### src/verilog/sarc_pkg.sv
/*
 * Shared constants, state codes and carriers of the SAR conversion control.
 * Assumes a single 100 MHz core clock and a synchronous active-high reset.
 */
package sarc_pkg;

	////////////////////////////////////////////////////////////////////////
	// Widths and timing
	localparam int CODE_W = 16;
	localparam int STATUS_W = 2;
	localparam int FRAME_W = CODE_W + STATUS_W;
	localparam int REG_FRAME_BITS = 16;
	localparam int CORE_CLK_MHZ = 100;
	localparam int CONV_CLK_MHZ = 25;
	localparam int CONV_DIV = CORE_CLK_MHZ / CONV_CLK_MHZ;
	localparam int SYNC_IN_W = 7;

	////////////////////////////////////////////////////////////////////////
	// Codes and reset values
	localparam logic [15:0] CODE_ZERO = 16'h0000;
	localparam logic [15:0] CODE_POS_MAX = 16'h7fff;
	localparam logic [15:0] CODE_NEG_MAX = 16'h8000;
	localparam logic OV_FLAG_RESET = 1'h1;
	localparam int SPAN_NUM = 4;
	localparam int SPAN_DEN = 5;

	////////////////////////////////////////////////////////////////////////
	// Positions in the configuration word and the sync vector
	localparam int CFG_OV_BIT = 4;
	localparam int CFG_SPAN_BIT = 3;
	localparam int SI_CNV = 0;
	localparam int SI_COMP = 1;
	localparam int SI_CLAMP_P = 2;
	localparam int SI_CLAMP_N = 3;
	localparam int SI_CS_N = 4;
	localparam int SI_SCK = 5;
	localparam int SI_REG_SEL = 6;

	////////////////////////////////////////////////////////////////////////
	// Types
	typedef enum logic [4:0] {
		ST_ACQ = 5'h01,
		ST_OPEN_GND = 5'h02,
		ST_TO_GND = 5'h04,
		ST_SEARCH = 5'h08,
		ST_DONE = 5'h10
	} sarc_state_e;

	typedef struct packed {
		logic gnd_pos;
		logic gnd_neg;
		logic to_input;
		logic span_sel;
	} sarc_switch_s;

	typedef struct packed {
		logic [CODE_W-1:0] code;
		logic ov_n;
		logic span;
	} sarc_frame_s;

endpackage : sarc_pkg

### src/verilog/sarc_conv_ctrl.sv
/*
 * Top of the SAR conversion control: switch sequencing, search, output code,
 * overvoltage flag and a small serial readout of code, status and config.
 * Assumes pins and the analog comparator/clamp detectors are asynchronous
 * and are synchronised here; span_comp_en comes from logic on core_clk.
 */
// Overview of operation
// - Acquisition: ground switches closed, all capacitors tied to the inputs.
// - Rising conversion start edge ends acquisition and begins conversion.
// - Open ground switches first, then move arrays from inputs to ground.
// - Sixteen step binary search, most significant bit first.
// - At search end present the code and drop busy.
// - Conversion timed by internal divider, never by the serial clock.
// - Code is two's complement; midscale reads zero.
// - Over range input saturates to the largest positive code.
// - Under range input saturates to the most negative code.
// - Span compression scales range to four fifths of the reference.
// - Clamp activity on either input sets the overvoltage flag.
// - Flag reads zero when overvoltage seen, one otherwise.
// - Flag readable in the register read and in the status bits.
// - Flag is sticky; cleared only by a register read without overvoltage.
`timescale 1ns/1ps
module sarc_conv_ctrl
	import sarc_pkg::*;
#(
	parameter int DIV = CONV_DIV
) (
	input wire logic core_clk,
	input wire logic rst,
	input wire logic conversion_start_in,
	input wire logic comparator_in,
	input wire logic clamp_pos_in,
	input wire logic clamp_neg_in,
	input wire logic span_comp_en,
	input wire logic spi_cs_n,
	input wire logic spi_sck,
	input wire logic reg_read_sel,
	output logic comp_ground_switch_pos,
	output logic comp_ground_switch_neg,
	output logic cap_to_input,
	output logic [CODE_W-1:0] dac_pos_ref,
	output logic [CODE_W-1:0] dac_neg_ref,
	output logic ref_span_compress,
	output logic busy,
	output logic conv_done,
	output logic [CODE_W-1:0] result_code,
	output logic overvoltage_flag_n,
	output logic spi_sdo
);

	if (DIV < 4 || DIV > 255) begin : g_div_check
		$error("DIV must lie between 4 and 255, sync plus settle needs four cycles");
	end

	////////////////////////////////////////////////////////////////////////
	// Input synchronisers

	logic [SYNC_IN_W-1:0] async_in;
	logic [SYNC_IN_W-1:0] meta_r;
	logic [SYNC_IN_W-1:0] sync_r;
	logic [SYNC_IN_W-1:0] sync_d_r;

	assign async_in = {reg_read_sel, spi_sck, spi_cs_n, clamp_neg_in, clamp_pos_in,
		comparator_in, conversion_start_in};

	genvar gi;
	generate
		for (gi = 0; gi < SYNC_IN_W; gi++) begin : g_sync
			// First stage feeds only the second stage
			always_ff @(posedge core_clk) begin
				if (rst) begin
					meta_r[gi] <= 1'(gi == SI_CS_N);
					sync_r[gi] <= 1'(gi == SI_CS_N);
					sync_d_r[gi] <= 1'(gi == SI_CS_N);
				end else begin
					meta_r[gi] <= async_in[gi];
					sync_r[gi] <= meta_r[gi];
					sync_d_r[gi] <= sync_r[gi];
				end
			end
		end
	endgenerate

	logic cnv_rise;
	logic cs_fall;
	logic cs_rise;
	logic sck_rise;
	logic sck_fall;
	logic clamp_now;

	assign cnv_rise = sync_r[SI_CNV] & ~sync_d_r[SI_CNV];
	assign cs_fall = ~sync_r[SI_CS_N] & sync_d_r[SI_CS_N];
	assign cs_rise = sync_r[SI_CS_N] & ~sync_d_r[SI_CS_N];
	assign sck_rise = sync_r[SI_SCK] & ~sync_d_r[SI_SCK];
	assign sck_fall = ~sync_r[SI_SCK] & sync_d_r[SI_SCK];
	assign clamp_now = sync_r[SI_CLAMP_P] | sync_r[SI_CLAMP_N];

	////////////////////////////////////////////////////////////////////////
	// Internal conversion clock enable

	logic [7:0] div_r;
	logic tick_r;

	// Free running so the conversion never waits on the serial clock
	always_ff @(posedge core_clk) begin
		if (rst) begin
			div_r <= 8'h00;
			tick_r <= 1'h0;
		end else if (div_r == 8'(DIV - 1)) begin
			div_r <= 8'h00;
			tick_r <= 1'h1;
		end else begin
			div_r <= div_r + 8'h01;
			tick_r <= 1'h0;
		end
	end

	////////////////////////////////////////////////////////////////////////
	// Conversion sequencer

	sarc_state_e state_r;
	sarc_state_e state_nxt;
	logic sar_load;
	logic sar_step;
	logic search_end;
	logic [CODE_W-1:0] trial;
	logic [CODE_W-1:0] active;

	always_comb begin
		state_nxt = state_r;
		unique case (state_r)
			ST_ACQ: begin
				if (cnv_rise) begin
					state_nxt = ST_OPEN_GND;
				end
			end
			ST_OPEN_GND: begin
				if (tick_r) begin
					state_nxt = ST_TO_GND;
				end
			end
			ST_TO_GND: begin
				if (tick_r) begin
					state_nxt = ST_SEARCH;
				end
			end
			ST_SEARCH: begin
				if (search_end) begin
					state_nxt = ST_DONE;
				end
			end
			ST_DONE: begin
				state_nxt = ST_ACQ;
			end
			default: begin
				state_nxt = ST_ACQ;
			end
		endcase
	end

	// Edges outside acquisition fall through unused
	always_ff @(posedge core_clk) begin
		if (rst) begin
			state_r <= ST_ACQ;
		end else begin
			state_r <= state_nxt;
		end
	end

	assign sar_load = (state_r == ST_TO_GND) && tick_r;
	// Comparator has a full tick to settle, longer than the sync delay
	assign sar_step = (state_r == ST_SEARCH) && tick_r && !search_end;

	sarc_sar_core #(
		.W(CODE_W)
	) u_sar (
		.core_clk(core_clk),
		.rst(rst),
		.load(sar_load),
		.step(sar_step),
		.keep(sync_r[SI_COMP]),
		.trial_r(trial),
		.active_r(active),
		.search_end_r(search_end)
	);

	////////////////////////////////////////////////////////////////////////
	// Switch drive

	sarc_switch_s sw_r;

	always_ff @(posedge core_clk) begin
		if (rst) begin
			sw_r <= '{gnd_pos: 1'h1, gnd_neg: 1'h1, to_input: 1'h1, span_sel: 1'h0};
		end else begin
			unique case (state_nxt)
				ST_ACQ: begin
					sw_r.gnd_pos <= 1'h1;
					sw_r.gnd_neg <= 1'h1;
					sw_r.to_input <= 1'h1;
				end
				ST_OPEN_GND: begin
					sw_r.gnd_pos <= 1'h0;
					sw_r.gnd_neg <= 1'h0;
					sw_r.to_input <= 1'h1;
				end
				ST_TO_GND, ST_SEARCH, ST_DONE: begin
					sw_r.gnd_pos <= 1'h0;
					sw_r.gnd_neg <= 1'h0;
					sw_r.to_input <= 1'h0;
				end
				default: begin
					sw_r.gnd_pos <= 1'h1;
					sw_r.gnd_neg <= 1'h1;
					sw_r.to_input <= 1'h1;
				end
			endcase
			// Span choice frozen for the whole conversion
			if (state_r == ST_ACQ && cnv_rise) begin
				sw_r.span_sel <= span_comp_en;
			end
		end
	end

	assign comp_ground_switch_pos = sw_r.gnd_pos;
	assign comp_ground_switch_neg = sw_r.gnd_neg;
	assign cap_to_input = sw_r.to_input;
	assign ref_span_compress = sw_r.span_sel;

	// Arrays stay grounded until the search loads them
	always_ff @(posedge core_clk) begin
		if (rst) begin
			dac_pos_ref <= '0;
			dac_neg_ref <= '0;
		end else if (state_r == ST_SEARCH || state_r == ST_DONE) begin
			dac_pos_ref <= trial;
			dac_neg_ref <= ~trial & active;
		end else begin
			dac_pos_ref <= '0;
			dac_neg_ref <= '0;
		end
	end

	////////////////////////////////////////////////////////////////////////
	// Busy, done and output code

	always_ff @(posedge core_clk) begin
		if (rst) begin
			busy <= 1'h0;
			conv_done <= 1'h0;
		end else begin
			busy <= (state_nxt != ST_ACQ) && (state_nxt != ST_DONE);
			conv_done <= (state_nxt == ST_DONE);
		end
	end

	// Offset binary search result; flipping the MSB gives two's complement.
	// All ones trial lands on the positive end code, all zeros on the negative.
	always_ff @(posedge core_clk) begin
		if (rst) begin
			result_code <= CODE_ZERO;
		end else if (state_nxt == ST_DONE) begin
			result_code <= {~trial[CODE_W-1], trial[CODE_W-2:0]};
		end
	end

	////////////////////////////////////////////////////////////////////////
	// Overvoltage flag

	logic reg_read_done;

	// Set wins over a clear in the same cycle
	always_ff @(posedge core_clk) begin
		if (rst) begin
			overvoltage_flag_n <= OV_FLAG_RESET;
		end else if (clamp_now) begin
			overvoltage_flag_n <= 1'h0;
		end else if (reg_read_done) begin
			overvoltage_flag_n <= 1'h1;
		end
	end

	////////////////////////////////////////////////////////////////////////
	// Serial readout

	logic [FRAME_W-1:0] shift_r;
	logic [7:0] bit_cnt_r;
	logic frame_reg_r;
	logic in_frame_r;
	sarc_frame_s data_frame;
	logic [REG_FRAME_BITS-1:0] cfg_word;

	always_comb begin
		data_frame.code = result_code;
		data_frame.ov_n = overvoltage_flag_n;
		data_frame.span = sw_r.span_sel;
		cfg_word = '0;
		cfg_word[CFG_OV_BIT] = overvoltage_flag_n;
		cfg_word[CFG_SPAN_BIT] = span_comp_en;
	end

	assign reg_read_done = cs_rise && in_frame_r && frame_reg_r &&
		(bit_cnt_r >= 8'(REG_FRAME_BITS));

	// Snapshot at frame start keeps a read coherent against a finishing conversion
	always_ff @(posedge core_clk) begin
		if (rst) begin
			shift_r <= '0;
			bit_cnt_r <= 8'h00;
			frame_reg_r <= 1'h0;
			in_frame_r <= 1'h0;
		end else if (cs_fall) begin
			in_frame_r <= 1'h1;
			bit_cnt_r <= 8'h00;
			frame_reg_r <= sync_r[SI_REG_SEL];
			if (sync_r[SI_REG_SEL]) begin
				shift_r <= {cfg_word, {STATUS_W{1'h0}}};
			end else begin
				shift_r <= data_frame;
			end
		end else if (cs_rise) begin
			in_frame_r <= 1'h0;
		end else if (in_frame_r) begin
			if (sck_fall) begin
				shift_r <= {shift_r[FRAME_W-2:0], 1'h0};
			end
			if (sck_rise && bit_cnt_r != 8'hff) begin
				bit_cnt_r <= bit_cnt_r + 8'h01;
			end
		end
	end

	always_ff @(posedge core_clk) begin
		if (rst) begin
			spi_sdo <= 1'h0;
		end else begin
			spi_sdo <= in_frame_r & shift_r[FRAME_W-1];
		end
	end

endmodule : sarc_conv_ctrl

### src/verilog/sarc_sar_core.sv
/*
 * Successive approximation register: one-hot test bit walking from MSB to LSB.
 * Assumes load and step are one-cycle pulses on core_clk and never coincide.
 */
`timescale 1ns/1ps
module sarc_sar_core
	import sarc_pkg::*;
#(
	parameter int W = CODE_W
) (
	input wire logic core_clk,
	input wire logic rst,
	input wire logic load,
	input wire logic step,
	input wire logic keep,
	output logic [W-1:0] trial_r,
	output logic [W-1:0] active_r,
	output logic search_end_r
);

	logic [W-1:0] mask_r;
	logic [W-1:0] msb;

	assign msb = {1'h1, {(W-1){1'h0}}};

	////////////////////////////////////////////////////////////////////////
	// Binary search, MSB first
	always_ff @(posedge core_clk) begin
		if (rst) begin
			trial_r <= '0;
			mask_r <= '0;
			active_r <= '0;
			search_end_r <= 1'h0;
		end else if (load) begin
			trial_r <= msb;
			mask_r <= msb;
			active_r <= msb;
			search_end_r <= 1'h0;
		end else if (step && mask_r != '0) begin
			// Drop the tested bit if the comparator says the trial overshot
			trial_r <= (keep ? trial_r : (trial_r & ~mask_r)) | (mask_r >> 1);
			mask_r <= mask_r >> 1;
			active_r <= active_r | (mask_r >> 1);
			search_end_r <= mask_r[0];
		end else begin
			search_end_r <= 1'h0;
		end
	end

endmodule : sarc_sar_core
### config.mk
export PLATFORM = sky130hd
export DESIGN_NAME = sarc_conv_ctrl
export DESIGN_NICKNAME = d
export VERILOG_FILES = /design/src/verilog/sarc_pkg.sv /design/src/verilog/sarc_conv_ctrl.sv /design/src/verilog/sarc_sar_core.sv
export SDC_FILE = /design/constraint.sdc
export NUM_CORES = 1
export LEC_CHECK = 0
export BUFFER_PORTS_ARGS = -buffer_cell sky130_fd_sc_hd__buf_4
export CELL_PAD_IN_SITES_DETAIL_PLACEMENT = 0
export CELL_PAD_IN_SITES_GLOBAL_PLACEMENT = 1
export CORE_MARGIN = 2
export CORE_UTILIZATION = 42
export CTS_BUF_LIST = sky130_fd_sc_hd__clkbuf_4
export DETAILED_ROUTE_END_ITERATION = 16
export PLACE_DENSITY_LB_ADDON = 0.1
export REMOVE_ABC_BUFFERS = 1
export SLEW_MARGIN = 20
export SYNTH_ARGS = -nofsm -noshare
export SYNTH_HDL_FRONTEND = slang
export SYNTH_SLANG_ARGS = --single-unit
### constraint.sdc
create_clock -name core_clk -period 1.75 [get_ports core_clk]
set_input_delay 0.35 -clock core_clk [delete_from_list [all_inputs] [get_ports core_clk]]
set_output_delay 0.35 -clock core_clk [all_outputs]
set_load 0.1 [all_outputs]
==> run metrics <==
outcome completed; die area 14700 um^2; register area share after synthesis 56.4%; Worst Hold Class primary input to register; Setup Buffers After CTS 0; register area 3260 um^2; critical path arrival 1.31 ns; Initial Utilization between 40% and 50%; slowest cell on the critical path dfxtp_1; Die X roughly 120 um; Final ANT Viol Nets 0; Fmax 603 MHz; reg2reg end div_r[2]; global-route wire length before repair 21.2 mm; Slew Limit Fails 0; EDFF count, synth 0; PnR worst setup slack 0.0909 ns; GPL Wtd Cong approximately 0.8; CTS Sinks 163; Top delay family on crit path flip-flops; WHS Path Cells 3; CTS tree done; HPWL Detailed 8.78 mm; Netlist Area Pre-Place 5790 um^2; clk_lat worst skew 0.53 ns; fraction of the mapped netlist area in adder cells between 1 and 1.5%; max-capacitance violation count 0; final worst-path cycle share 94.8%; Layout area overhead 19.0%; largest family of logic cells by synthesized area simple AND/OR/NAND/NOR gates; peak supply drop 0.000717 V; max_slew headroom 71.1%; hold endpoint ref_span_compress; crit-path max cell delay between 0.4 and 0.5 ns; total wire length 12.8 mm; Worst Path Buf+Inv 1; top cells by instance count after synthesis dfxtp_1 (163), nand2_1 (74), a21oi_1 (69), nor2_1 (47); initial antenna violation count 1; Synth cell types 45; fin crit period 1.66 ns; Mapped Cells 611; IO Port Bufs 65; Compound-Gate Fraction of Synth Area 12.7%; nature of the critical path endpoint output port; cell depth of the worst setup path 1; mux cell area share after synthesis 1.56%; largest net degree at the start of global routing 35; worst min-delay path startpoint span_comp_en; initial DRC count 260; 1st-pass router iterations 6; Ys Warns 0; fillers 1288; Crit Path Max Fanout 4; # DRC 0; total power 6.14 mW; top-area cell type share of the netlist area 56.4%; R2R depth 4; Synth async-reset ratio 0%; RSZ-0062 raised after global routing false; final hold vios 0; top_reg_cell synth dfxtp_1; vias per cell 4.96; count leader, synth dfxtp_1; CORE AREA 13300 um^2; Nets between 700 and 800; Pleak 2.56 nW; Setup crit start kind register; row count 42; Synth Area in Simple Gates 21.4%; Worst Path Required 1.40 ns; Synth Area in XOR/XNOR 2.12%; kind of critical path register to output port; actual slew at the worst max-slew pin between 0.4 and 0.5 ns; Final setup viols 0; gr ovfl total 0; CTS buffer count 17; Multi-input gate area 2260 um^2; vias in the first global route 4326; area leader, netlist dfxtp_1; Avg Inst Size Synth 9.48 um^2; num ports 66; PwrDens approximately 890 nW/um^2; DR WL/cell between 10 and 15 um; flop2flop setup slack 0.14 ns; pre-CTS WS 0.0326 ns; detailed-route via count 4381; Clock Skews 0.0159 ns; CTS root buf clkbuf_4; Worst-path clk slew 0.12 ns; worst path cell trace buf_4; layout cells sized above 1 20.7%; H-tree depth 4; Area contributors post-synth dfxtp_1 (56%), a21oi_1 (6.0%), nand2_1 (4.8%); total global-route track usage a little under a fifth; Die Height ~120 um; r2r startpoint div_r[4]; deepest clock path buffer count 2; FF+latch count, synth 163
[flip-flops by register name, summed over array words and instances, names as in the netlist, 3 cells and up]
name,cells
dac_pos_ref,16
dac_neg_ref,16
u_sar.trial_r,16
sync_d_r,3
div_r,8
bit_cnt_r,8
state_r,5
u_sar.active_r,16
meta_r,7
shift_r,18
sync_r,7
result_code,16
u_sar.mask_r,16
[per-layer routing]
metal	track usage [%]	up-vias	part of all wire [%]
met1	23.6	2054	46
li1	-	2248	-
met4	6.90	0	1.1
met2	30.0	68	49
met5	0	-	0
met3	4.79	11	3.9
[cell families (layout without fill, tap and decap cells)]
| kind of cell | Yosys count | count (layout) |
|---|---|---|
| simple gates | 235 | 235 |
| other cells | 0 | 1 |
| compound gates | 125 | 125 |
| fa+ha+maj | 5 | 5 |
| xor+xnor | 14 | 14 |
| flops | 163 | 163 |
| mux | 9 | 9 |
| buf+inv | 60 | 156 |
[worst max path at each step]
| stage | start | to | slack, ns |
|---|---|---|---|
| 2_1_floorplan | sync_r[4] | shift_r[5] | -0.56 |
| 5_1_grt | overvoltage_flag_n | overvoltage_flag_n | 0.002 |
| 3_5_place_dp | state_r[1] | ref_span_compress | 0.03 |
| 3_3_place_gp | state_r[1] | ref_span_compress | 0.06 |
| 6_report | overvoltage_flag_n | overvoltage_flag_n | 0.09 |
| 4_1_cts | state_r[1] | ref_span_compress | 0.02 |
[placed cells by master, fill, tap and decap left out, drive strengths merged, types with 2 or more instances in the layout]
cell	netlist	routed
or2	5	5
o2111ai	2	2
a211oi	16	16
nand2b	3	3
clkinvlp	0	2
clkinv	1	10
or3	3	3
nand2	74	74
nor2	48	48
xnor2	5	5
dlygate4sd3	0	6
nor2b	14	14
nor3	20	20
o21ai	14	14
clkbuf	18	19
o211ai	3	3
and2	19	19
dfxtp	163	163
nor4b	5	5
nand4	2	2
bufinv	0	2
or4	2	2
inv	23	23
and3	6	6
buf	18	94
a22oi	17	17
ha	5	5
a21oi	70	70
and4	2	2
xor2	9	9
nand3	23	23
mux2i	9	9
nor4	6	6
[layout make-up]
| class | instances | share of cell area, % |
|---|---|---|
| flip-flops and latches | 163 | 47.3 |
| multi-input cells | 388 | 32.9 |
| repair buffers | 100 | 11.5 |
| well taps | 176 | 3.20 |
| clock buffers | 19 | 2.07 |
| clock inverters | 13 | 1.71 |
| inverters | 24 | 1.31 |
| diodes | 1 | 0.0363 |
[through the flow]
stage	area, um^2	hold WS [ns]	utilization, %	TNS, ns	cells
finish	6890	0.0605	51.6	0	884
global route	6890	0.0207	51.6	0	884
CTS	6880	0.0172	51.5	0	883
detailed placement	6560	0.398	49.1	0	845
global placement	6560	0.406	49.1	0	845
floorplan	5610	0.389	-	-16.37	575
[where the power goes]
part	internal, mW	switching [mW]	total (mW)
Clock	0.850	1.23	2.08
Sequential	3.76	0.0318	3.79
Combinational	0.108	0.164	0.272
[repair_timing]
item,in CTS,in global routing
hold buffers,6,0
endpoints found under the hold margin,6,0
setup endpoints to repair,0,9
gates resized for setup,0,2
Note: power is estimated with default switching activity, not from simulation.
